`config.mk`:
```
export PLATFORM = sky130hd
export DESIGN_NAME = pdmi_amp_flat
export DESIGN_NICKNAME = d
export VERILOG_FILES = /design/src/pdmi_pkg.sv /design/src/pdmi_link_if.sv /design/src/pdmi_amp.sv /design/src/pdmi_pat_det.sv /design/src/flat_wrapper.sv
export VERILOG_INCLUDE_DIRS = /design/src
export SDC_FILE = /design/constraint.sdc
export NUM_CORES = 1
export LEC_CHECK = 0
export BUFFER_PORTS_ARGS = -buffer_cell sky130_fd_sc_hd__buf_2
export CORE_MARGIN = 2
export CORE_UTILIZATION = 55
export DETAILED_ROUTE_END_ITERATION = 7
export PLACE_DENSITY = 0.81
export SYNTH_ARGS = -nofsm -noshare
export SYNTH_HDL_FRONTEND = slang
export SYNTH_SLANG_ARGS = --single-unit
```
`constraint.sdc`:
```
create_clock -name hclk -period 9.9 [get_ports hclk]
set_input_delay 0.99 -clock hclk [delete_from_list [all_inputs] [get_ports hclk]]
set_output_delay 0.99 -clock hclk [all_outputs]
set_load 0.05 [all_outputs]
```
`src/pdmi_map.svh`:
```
// Offsets, codes, field positions and timing counts of the PDM link blocks
`ifndef PDMI_MAP_SVH
`define PDMI_MAP_SVH
// Control patterns
`define PDMI_PAT_STOP 8'hac
`define PDMI_PAT_G5V 8'hd8
`define PDMI_PAT_G3V6 8'hd4
`define PDMI_PAT_G2V5 8'hd2
`define PDMI_PAT_RATE 8'hd1
`define PDMI_PAT_EMI 8'he1
`define PDMI_PAT_HALF 8'he2
`define PDMI_PAT_SP32 8'he4
`define PDMI_REPEAT_MIN 128
// Timing
`define PDMI_CLK_NS 20
`define PDMI_LOSS_NS 10000
`define PDMI_LOSS_CYC ((`PDMI_LOSS_NS + `PDMI_CLK_NS - 1) / `PDMI_CLK_NS)
`define PDMI_DIV_SLOW 4'h7
`define PDMI_DIV_FAST 4'h3
// Decimation and modulator
`define PDMI_WIN64 8'h3f
`define PDMI_WIN128 8'h7f
`define PDMI_HALF64 9'sh020
`define PDMI_HALF128 9'sh040
`define PDMI_GK_5V 5'h14
`define PDMI_GK_3V6 5'h0e
`define PDMI_GK_2V5 5'h0a
`define PDMI_MOD_FS 16'sh0500
`define PDMI_MOD_TH 16'sh0280
// Source register map
`define PDMI_REG_CTRL 8'h00
`define PDMI_REG_AUDIO 8'h04
`define PDMI_REG_CMD 8'h08
`define PDMI_REG_STATUS 8'h0c
`define PDMI_CTRL_RUN 0
`define PDMI_CTRL_LEFT 1
`define PDMI_CTRL_FAST 2
`define PDMI_CTRL_RST 3'h0
`define PDMI_AUDIO_RST 8'h55
`define PDMI_CMD_CNT_LSB 8
`define PDMI_CMD_CNT_MSB 23
`define PDMI_CNT_MIN 16'h0080
`endif

```
`src/pdmi_pkg.sv`:
```
// Types shared by the PDM link blocks
package pdmi_pkg;
    typedef enum logic [1:0] {PDMI_G5V, PDMI_G3V6, PDMI_G2V5} pdmi_gain_e;
    typedef enum logic [1:0] {PDMI_RUN, PDMI_STANDBY, PDMI_OFF} pdmi_pwr_e;
endpackage : pdmi_pkg

```
`src/pdmi_link_if.sv`:
```
// PDM link between source and amplifier
`timescale 1ns/1ns
interface pdmi_link_if;
    logic pdm_clk;
    logic pdm_serial_bit;
    modport src (output pdm_clk, output pdm_serial_bit);
    modport amp (input pdm_clk, input pdm_serial_bit);
endinterface : pdmi_link_if

```
`src/pdmi_amp.sv`:
```
// Amplifier end: PDM receiver, pattern control, power states, modulator
//
// Added by the designer: the AHB-Lite slave port and the register addresses.
`timescale 1ns/1ns
`include "pdmi_map.svh"
// Functional notes
// RULE1: Source clock synchronous with its data
// RULE2: Bit clock within 1.84-3.23 or 3.68-6.46 MHz
// RULE3: Capture strap once supplies come up
// RULE4: 128 stop bytes enter standby
// RULE5: Clock loss in standby means full power-down
// RULE6: Non-stop byte after restart resumes operation
// RULE7: Low supply holds logic reset, output off
// RULE8: Strap decodes rate and gain four ways
// RULE9: Gain scales output per gain setting
// RULE10: Separate decimation paths for 64x and 128x
// RULE11: Source should prefer 64x rate
// RULE12: Patterns act after 128 repeats
// RULE13: Mute while control pattern detected
// RULE14: Clock-loss power-down restores pattern defaults
// RULE15: Stop pattern switches all but interface off
// RULE16: Gain patterns override strap gain
// RULE17: Rate pattern inverts strap rate
// RULE18: Pattern enables ultralow emission mode
// RULE19: Patterns enable half pulse, 32 kHz mode
// RULE20: Three-level modulator, density follows level
// RULE21: Channel strap low right, high left
// RULE22: Source keeps data stable in sample window
// RULE23: Left on rising edge, right on falling
// RULE24: Count consecutive identical bytes, restart on mismatch
module pdmi_amp #(
    parameter int REPEAT_MIN = `PDMI_REPEAT_MIN,
    parameter int LOSS_CYC = `PDMI_LOSS_CYC
) (
    // Clock and reset
    input wire logic hclk,
    input wire logic hresetn,
    input wire logic clk_en,
    // Supplies and straps
    input wire logic power_stage_supply_ok,
    input wire logic vdd_ok,
    input wire logic smart_pd_en,
    input wire logic gain_rate_strap_high,
    input wire logic gain_rate_strap_direct,
    input wire logic channel_select_strap,
    // Link
    pdmi_link_if.amp link,
    // Power stage
    output logic out_pos,
    output logic out_neg,
    // Status
    output logic muted,
    output pdmi_pkg::pdmi_pwr_e pwr_state,
    output pdmi_pkg::pdmi_gain_e gain_sel,
    output logic rate_128,
    output logic emi_low,
    output logic half_pulse,
    output logic special_32k
);
    localparam int LW = $clog2(LOSS_CYC + 1);
    localparam logic [LW-1:0] LMAX = LW'(LOSS_CYC);
    logic clk_d_ff;
    logic [7:0] shift_ff;
    logic [2:0] bit_ff;
    logic skip_ff;
    logic [LW-1:0] loss_ff;
    logic cfg_ok_ff;
    logic strap_fast_ff;
    pdmi_pkg::pdmi_gain_e strap_gain_ff;
    pdmi_pkg::pdmi_gain_e gain_ff;
    pdmi_pkg::pdmi_pwr_e pwr_ff;
    logic flip_ff;
    logic emi_ff;
    logic half_ff;
    logic sp32_ff;
    logic muted_ff;
    logic [7:0] win_ff;
    logic [7:0] ones_ff;
    logic signed [15:0] xs_ff;
    logic signed [15:0] acc_ff;
    logic pos_ff;
    logic neg_ff;
    logic rate_ff;
    logic hit;
    logic hit_pulse;
    logic [7:0] pat;
    // RULE7: supply supervisor reset
    wire sup_rst = ~(power_stage_supply_ok & vdd_ok);
    wire clk_rise = link.pdm_clk & ~clk_d_ff;
    wire clk_fall = ~link.pdm_clk & clk_d_ff;
    // RULE21: channel strap select
    // RULE23: channel edge choice
    wire samp_edge = channel_select_strap ? clk_rise : clk_fall;
    wire samp = samp_edge & ~skip_ff;
    wire [7:0] nxt_shift = {shift_ff[6:0], link.pdm_serial_bit};
    wire byte_done = samp & (&bit_ff);
    wire clock_lost = loss_ff == LMAX;
    wire is_stop = nxt_shift == `PDMI_PAT_STOP;
    wire known = (pat == `PDMI_PAT_STOP) || (pat == `PDMI_PAT_G5V) ||
        (pat == `PDMI_PAT_G3V6) || (pat == `PDMI_PAT_G2V5) || (pat == `PDMI_PAT_RATE) ||
        (pat == `PDMI_PAT_EMI) || (pat == `PDMI_PAT_HALF) || (pat == `PDMI_PAT_SP32);
    // RULE14: clock-loss power-down restores defaults
    wire restore = clock_lost & (pwr_ff == pdmi_pkg::PDMI_STANDBY);
    // RULE17: opposite of strap rate
    wire rate_now = (strap_fast_ff ^ flip_ff) | sp32_ff;
    // RULE8: strap decode
    wire cap_fast = ~gain_rate_strap_high;
    wire pdmi_pkg::pdmi_gain_e cap_gain = gain_rate_strap_direct ? pdmi_pkg::PDMI_G3V6
        : pdmi_pkg::PDMI_G5V;
    // RULE24: repeat counting detector
    pdmi_pat_det #(.REPEAT_MIN(REPEAT_MIN)) u_det (
        .hclk(hclk),
        .hresetn(hresetn),
        .clk_en(clk_en),
        .clr(sup_rst | clock_lost),
        .byte_valid(byte_done),
        .byte_in(nxt_shift),
        .hit(hit),
        .hit_pulse(hit_pulse),
        .pat(pat)
    );
    // Bit receiver and clock-loss timer
    always_ff @(posedge hclk or negedge hresetn) begin
        if (!hresetn) begin
            clk_d_ff <= 1'b0;
            shift_ff <= 8'h00;
            bit_ff <= 3'h0;
            skip_ff <= 1'b1;
            loss_ff <= '0;
        end else if (clk_en) begin
            clk_d_ff <= link.pdm_clk;
            if (sup_rst || clock_lost) begin
                bit_ff <= 3'h0;
                // First rise after loss already spent
                skip_ff <= channel_select_strap & ~clock_lost;
            end else if (samp_edge) begin
                skip_ff <= 1'b0;
            end
            if (samp && !sup_rst && !clock_lost) begin
                shift_ff <= nxt_shift;
                bit_ff <= bit_ff + 3'h1;
            end
            if (clk_rise || clk_fall || sup_rst) begin
                loss_ff <= '0;
            end else if (!clock_lost) begin
                loss_ff <= loss_ff + LW'(1);
            end
        end
    end
    // RULE3: strap capture after supplies come up
    always_ff @(posedge hclk or negedge hresetn) begin
        if (!hresetn) begin
            cfg_ok_ff <= 1'b0;
            strap_fast_ff <= 1'b0;
            strap_gain_ff <= pdmi_pkg::PDMI_G5V;
            rate_ff <= 1'b0;
        end else if (clk_en) begin
            rate_ff <= strap_fast_ff ^ flip_ff;
            if (sup_rst) begin
                cfg_ok_ff <= 1'b0;
            end else if (!cfg_ok_ff) begin
                cfg_ok_ff <= 1'b1;
                strap_fast_ff <= cap_fast;
                strap_gain_ff <= cap_gain;
            end
        end
    end
    // Pattern settings and power state
    always_ff @(posedge hclk or negedge hresetn) begin
        if (!hresetn) begin
            gain_ff <= pdmi_pkg::PDMI_G5V;
            flip_ff <= 1'b0;
            emi_ff <= 1'b0;
            half_ff <= 1'b0;
            sp32_ff <= 1'b0;
            pwr_ff <= pdmi_pkg::PDMI_RUN;
        end else if (clk_en) begin
            if (sup_rst || !cfg_ok_ff || restore) begin
                gain_ff <= sup_rst ? pdmi_pkg::PDMI_G5V : (cfg_ok_ff ? strap_gain_ff : cap_gain);
                flip_ff <= 1'b0;
                emi_ff <= 1'b0;
                half_ff <= 1'b0;
                sp32_ff <= 1'b0;
                // RULE5: clock absence in standby
                pwr_ff <= (restore && !sup_rst) ? pdmi_pkg::PDMI_OFF : pdmi_pkg::PDMI_RUN;
            end else if (hit_pulse) begin
                case (pat)
                    // RULE4: stop bytes enter standby
                    // RULE15: stop pattern powers down
                    `PDMI_PAT_STOP: begin
                        if (smart_pd_en) begin
                            pwr_ff <= pdmi_pkg::PDMI_STANDBY;
                        end
                    end
                    // RULE16: gain overrides
                    `PDMI_PAT_G5V: gain_ff <= pdmi_pkg::PDMI_G5V;
                    `PDMI_PAT_G3V6: gain_ff <= pdmi_pkg::PDMI_G3V6;
                    `PDMI_PAT_G2V5: gain_ff <= pdmi_pkg::PDMI_G2V5;
                    `PDMI_PAT_RATE: flip_ff <= 1'b1;
                    // RULE18: low emission mode
                    `PDMI_PAT_EMI: emi_ff <= 1'b1;
                    // RULE19: half pulse and 32 kHz modes
                    `PDMI_PAT_HALF: half_ff <= 1'b1;
                    `PDMI_PAT_SP32: sp32_ff <= 1'b1;
                    default: pwr_ff <= pwr_ff;
                endcase
            end else if (byte_done && !is_stop && pwr_ff != pdmi_pkg::PDMI_RUN) begin
                // RULE6: wake on non-stop byte
                pwr_ff <= pdmi_pkg::PDMI_RUN;
            end
        end
    end
    // RULE10: per-rate decimation paths
    wire [7:0] win_last = rate_now ? `PDMI_WIN128 : `PDMI_WIN64;
    wire [7:0] nxt_ones = ones_ff + {7'h00, link.pdm_serial_bit};
    wire signed [8:0] d64 = $signed({1'b0, nxt_ones}) - `PDMI_HALF64;
    wire signed [8:0] d128 = ($signed({1'b0, nxt_ones}) - `PDMI_HALF128) >>> 1;
    wire signed [8:0] pcm = rate_now ? d128 : d64;
    // RULE9: gain scaling
    wire [4:0] gk = gain_ff == pdmi_pkg::PDMI_G5V ? `PDMI_GK_5V
        : (gain_ff == pdmi_pkg::PDMI_G3V6 ? `PDMI_GK_3V6 : `PDMI_GK_2V5);
    wire signed [14:0] xs = pcm * $signed({1'b0, gk});
    // RULE20: three-level sigma-delta step
    wire signed [15:0] sum = acc_ff + xs_ff;
    wire go_pos = sum >= `PDMI_MOD_TH;
    wire go_neg = sum <= -`PDMI_MOD_TH;
    wire signed [15:0] nxt_acc = go_pos ? sum - `PDMI_MOD_FS
        : (go_neg ? sum + `PDMI_MOD_FS : sum);
    wire active = (pwr_ff == pdmi_pkg::PDMI_RUN) & ~muted_ff & ~sup_rst & cfg_ok_ff;
    always_ff @(posedge hclk or negedge hresetn) begin
        if (!hresetn) begin
            win_ff <= 8'h00;
            ones_ff <= 8'h00;
            xs_ff <= 16'sh0000;
        end else if (clk_en && samp) begin
            win_ff <= (win_ff >= win_last) ? 8'h00 : win_ff + 8'h01;
            ones_ff <= (win_ff >= win_last) ? 8'h00 : nxt_ones;
            if (win_ff >= win_last) begin
                xs_ff <= 16'(xs);
            end
        end
    end
    always_ff @(posedge hclk or negedge hresetn) begin
        if (!hresetn) begin
            acc_ff <= 16'sh0000;
            pos_ff <= 1'b0;
            neg_ff <= 1'b0;
            muted_ff <= 1'b0;
        end else if (clk_en) begin
            // RULE13: mute on detected pattern
            muted_ff <= hit & known & ~sup_rst;
            if (!active) begin
                acc_ff <= 16'sh0000;
                pos_ff <= 1'b0;
                neg_ff <= 1'b0;
            end else if (samp) begin
                acc_ff <= nxt_acc;
                pos_ff <= go_pos;
                neg_ff <= go_neg;
            end else if (half_ff && (clk_rise || clk_fall)) begin
                pos_ff <= 1'b0;
                neg_ff <= 1'b0;
            end
        end
    end
    assign out_pos = pos_ff;
    assign out_neg = neg_ff;
    assign muted = muted_ff;
    assign pwr_state = pwr_ff;
    assign gain_sel = gain_ff;
    assign rate_128 = rate_ff;
    assign emi_low = emi_ff;
    assign half_pulse = half_ff;
    assign special_32k = sp32_ff;
endmodule : pdmi_amp

```
`src/pdmi_pat_det.sv`:
```
// Repeated byte pattern detector
`timescale 1ns/1ns
`include "pdmi_map.svh"
module pdmi_pat_det #(
    parameter int REPEAT_MIN = `PDMI_REPEAT_MIN
) (
    // Clock and reset
    input wire logic hclk,
    input wire logic hresetn,
    input wire logic clk_en,
    input wire logic clr,
    // Received bytes
    input wire logic byte_valid,
    input wire logic [7:0] byte_in,
    // Detection
    output logic hit,
    output logic hit_pulse,
    output logic [7:0] pat
);
    localparam int CW = $clog2(REPEAT_MIN + 1);
    localparam logic [CW-1:0] CMAX = CW'(REPEAT_MIN);
    logic [CW-1:0] cnt_ff;
    logic [CW-1:0] nxt_cnt;
    logic [7:0] prev_ff;
    logic pulse_ff;
    wire same = byte_in == prev_ff;
    // RULE24: count identical repeats
    assign nxt_cnt = !same ? CW'(1) : (cnt_ff == CMAX ? cnt_ff : cnt_ff + CW'(1));
    always_ff @(posedge hclk or negedge hresetn) begin
        if (!hresetn) begin
            cnt_ff <= '0;
            prev_ff <= 8'h00;
            pulse_ff <= 1'b0;
        end else if (clk_en) begin
            pulse_ff <= 1'b0;
            if (clr) begin
                cnt_ff <= '0;
            end else if (byte_valid) begin
                cnt_ff <= nxt_cnt;
                prev_ff <= byte_in;
                // RULE12: act at repeat threshold
                pulse_ff <= (nxt_cnt == CMAX) && (cnt_ff != CMAX);
            end
        end
    end
    assign hit = cnt_ff == CMAX;
    assign hit_pulse = pulse_ff;
    assign pat = prev_ff;
endmodule : pdmi_pat_det

```
`src/flat_wrapper.sv`:
```
// flat-port wrapper written by rule: the top's interface ports become plain ports
module pdmi_amp_flat 
#(
    parameter int REPEAT_MIN = `PDMI_REPEAT_MIN,
    parameter int LOSS_CYC = `PDMI_LOSS_CYC
)
  (hclk, hresetn, clk_en, power_stage_supply_ok, vdd_ok, smart_pd_en, gain_rate_strap_high, gain_rate_strap_direct, channel_select_strap, out_pos, out_neg, muted, pwr_state, gain_sel, rate_128, emi_low, half_pulse, special_32k, link_pdm_clk, link_pdm_serial_bit);
  pdmi_link_if link_i ();
  input wire logic hclk;
  input wire logic hresetn;
  input wire logic clk_en;
  input wire logic power_stage_supply_ok;
  input wire logic vdd_ok;
  input wire logic smart_pd_en;
  input wire logic gain_rate_strap_high;
  input wire logic gain_rate_strap_direct;
  input wire logic channel_select_strap;
  output logic out_pos;
  output logic out_neg;
  output logic muted;
  output pdmi_pkg::pdmi_pwr_e pwr_state;
  output pdmi_pkg::pdmi_gain_e gain_sel;
  output logic rate_128;
  output logic emi_low;
  output logic half_pulse;
  output logic special_32k;
  input wire logic [$bits(link_i.pdm_clk)-1:0] link_pdm_clk;
  input wire logic [$bits(link_i.pdm_serial_bit)-1:0] link_pdm_serial_bit;
  assign link_i.pdm_clk = link_pdm_clk;
  assign link_i.pdm_serial_bit = link_pdm_serial_bit;
  pdmi_amp #(.REPEAT_MIN(REPEAT_MIN), .LOSS_CYC(LOSS_CYC)) u_core (.hclk(hclk), .hresetn(hresetn), .clk_en(clk_en), .power_stage_supply_ok(power_stage_supply_ok), .vdd_ok(vdd_ok), .smart_pd_en(smart_pd_en), .gain_rate_strap_high(gain_rate_strap_high), .gain_rate_strap_direct(gain_rate_strap_direct), .channel_select_strap(channel_select_strap), .link(link_i), .out_pos(out_pos), .out_neg(out_neg), .muted(muted), .pwr_state(pwr_state), .gain_sel(gain_sel), .rate_128(rate_128), .emi_low(emi_low), .half_pulse(half_pulse), .special_32k(special_32k));
endmodule
```
==> flow_summary.ini <==
[layout]
diodes = 0
drive_above_1_share = 0.0999
fin_cells = 1007
final_common_cell = dfrtp_1
num-nets-final = 912
layout_common_cells = dfrtp_1, nand2_1, o21ai_0
final_util = 0.603
syn_to_final_growth_pct = 7.65
n_fill_cell = 1152

[global_route]
gr-usage-all-layers = 0.220
antenna_found_initial = 0
grt_max_degree = 68
grt-ovfl-total = 0
grt_pass1_vias = 5604
grt_pass1_wl_mm = 25.8

[critical_path]
path_class = in2reg
cp-start-kind = input port
required_ns = 10.10
cp-end-kind = register
worstPathArrival_ns = 6.08
cpMaxStageDelayCell = fa_1
path_delay_family = adder cells
cp.buffers_inverters = 3
cpPeakStageDelay_ns = 0.53
crit_chain = buf_2 > ha_1 > ha_1 > and3_1 > nand3_1 > xor2_1 > ha_1 > nand2_1 > o21ai_0 > nor2_1 > ha_1 > fa_1 > inv_1 > fa_1 > inv_1 > ha_1 > a21oi_1 > o21bai_1 > a21oi_1 > o21bai_1 > a211o_1 > a31oi_1 > xnor2_1 > o21ai_0
crit_fanout = 9
crit_path_frequent_cell = ha_1

[pwr]
sw_frac_of_total = 0.340
seq_power_share = 0.400
pwr-share-comb = 0.283
clkPwrFrac = 0.317
p_int_uw = 734
p_per_area_mw_per_mm2 = 140
p_switching_uw = 378
peakVddDrop_mv = 0.108
p_total_mw = 1.11
leakagePower_nw = 3.73

[synthesis]
netlist_area_mm2 = 0.00736
synth_cell_types = 74
synth-seq-area-share = 0.337
synthTopCellsByArea = dfrtp_1, ha_1, o21ai_0
synth_top_area_frac = 0.333
ys_warn_count = 0
synth-edff-count = 0
synth_area_leader_cell = dfrtp_1
synth-async-reset-ratio = 1.00
ys.flop_type = dfrtp_1
synth_cells = 812
postSynthAreaPerCell_um2 = 9.07
synth_seq_cells = 99

[cts]
clk_pin_slew_ns = 0.08
root_buffer = clkbuf_16
htreeDepth = 3
cts_resized = 0
clock_path_buffers = 2
cts_tree = built
clock-sinks = 99
cts_buffers = 9
clock_latency_ns = 0.35
postCtsSetupRepairBufs = 0
cts_hold_buf = 0

[sta]
maxSlewViolCount = 0
finalHoldViolations = 0
setup_viol = 0
rsz0062_at_grt = false
tightest_slew_ns = 0.968
slew_headroom = 0.352
min_period_ns = 5.87
period_share = 0.593
fin_hold_ws_ns = 0.501
fmax_ghz = 0.170
skew_ns = 0.00810
setup_tns_ns = 0

[routing]
wl_per_cell_um = 15.2
first_pass_iters = 5
drt-initial-drc-count = 337
postRouteAntennaNets = 0
vias = 5844
routed_wl_mm = 15.3
drcViolationCount = 0
viasPerCell = 5.80

[placement]
io_buffers = 21
placedCellCount = 991
place.gp.congestion = 0.867
dp_hpwl_mm = 11.3

[min_path]
hold_path.class = reg2reg

[die]
ios = 22
die_y_um = 120
dieArea_mm2 = 0.0143
dieWidth_um = 120
start_util = 0.560
core_area_mm2 = 0.0131
rows = 42

[job]
drv_cap = 0

[run_status]
status = finished, final reports clean
[state kept, by name, summed over array words and instances, names as in the netlist, 2 cells and up]
name	cells
u_core.acc_ff	15
u_core.bit_ff	3
u_core.gain_sel	2
u_core.loss_ff	9
u_core.ones_ff	8
u_core.pwr_state	2
u_core.shift_ff	7
u_core.strap_gain_ff	2
u_core.u_det.cnt_ff	8
u_core.u_det.pat	8
u_core.win_ff	8
u_core.xs_ff	14
[per-layer routing]
metal / up-vias / routed length [um] / global-route usage
met5: - / 0 / 0
met4: 0 / 195 / 0.0654
met3: 15 / 422 / 0.0242
met2: 89 / 7530 / 0.373
met1: 2817 / 7130 / 0.299
li1: 2923 / - / -
[synthesized netlist by cell type (3+ instances only)]
master and instances:
a211o_1 5, o211ai_1 8, nor3b_1 5, o21ai_1 7
a21o_1 8, clkbuf_1 20, buf_1 3, nand3b_1 3
a211oi_1 3, xnor2_1 28, inv_1 62, mux2_2 26
nand4_1 11, mux2i_1 8, ha_1 59, fa_1 16
nand3_1 19, o21bai_1 7, a22o_1 8, nor3_1 11
and3_1 12, o31ai_1 8, nor2_1 66, dfrtp_1 98
and2_1 5, or2_2 4, o21ai_0 75, nand2b_1 5
a31oi_1 11, xor2_1 22, or3_1 9, a32o_1 5
a21oi_1 36, nor4_1 5, nor4b_1 3, o211a_1 3
nand2_1 78
[through the flow]
stage,setup WS (ns),cell area [um2]
floorplan,4.23,7380
global placement,3.88,7630
detailed placement,3.71,7630
CTS,4.03,7920
global route,3.66,7920
finish,4.03,7920
[cells by family after synthesis]
family / synth area share
other cells: 0.00102
simple gates: 0.161
buf+inv: 0.0445
mux: 0.0507
fa+ha+maj: 0.144
compound gates: 0.195
flops: 0.337
xor+xnor: 0.0677
[area by class of cell]
class | instances | area [um2] | area share
Tap cell | 176 | 220 | 0.0278
Clock inverter | 7 | 71.3 | 0.00900
Timing Repair Buffer | 23 | 123 | 0.0155
Inverter | 63 | 236 | 0.0298
Multi-Input combinational cell | 630 | 4570 | 0.577
Clock buffer | 9 | 225 | 0.0284
Sequential cell | 99 | 2480 | 0.313
[worst reg2reg max path, cell delays in order, from the launching register on]
cell      delay [ns]
dfrtp_1         0.40
xnor2_1         0.17
nand2b_1        0.40
clkinv_1        0.38
nor2_1          0.20
o21ai_0         0.10
a32o_1          0.21
a21oi_1         0.22
nor2_1          0.09
ha_1            0.34
ha_1            0.28
inv_1           0.05
fa_1            0.53
inv_1           0.05
ha_1            0.21
fa_1            0.41
a21o_1          0.18
a21oi_1         0.22
o21bai_1        0.09
a21oi_1         0.23
o21bai_1        0.12
a211o_1         0.30
a31oi_1         0.19
xnor2_1         0.13
o21ai_0         0.08
[power by group through the flow]
stage	clock, mW	sequential, mW	combinational, mW
after floorplan	0	0.449	0.242
after global placement	0	0.452	0.299
after detailed placement	0	0.453	0.311
after CTS	0.360	0.445	0.318
after global routing	0.375	0.448	0.365
final	0.352	0.445	0.315
[final timing paths]
check,startpoint,end,slack (ns),depth (start not counted)
worst max-delay path,link_pdm_serial_bit,u_core.xs_ff[14],4.03,24
worst min-delay path,u_core.strap_gain_ff[1],u_core.strap_gain_ff[1],0.50,1
worst max register to register,u_core.flip_ff,u_core.xs_ff[14],4.15,24
worst min register to register,u_core.strap_gain_ff[1],u_core.strap_gain_ff[1],0.50,1
max in group asynchronous,hresetn,u_core.xs_ff[13],8.15,2
min in group asynchronous,hresetn,u_core.u_det.cnt_ff[4],0.57,1
No activity file was read; power rests on OpenSTA's default activity.
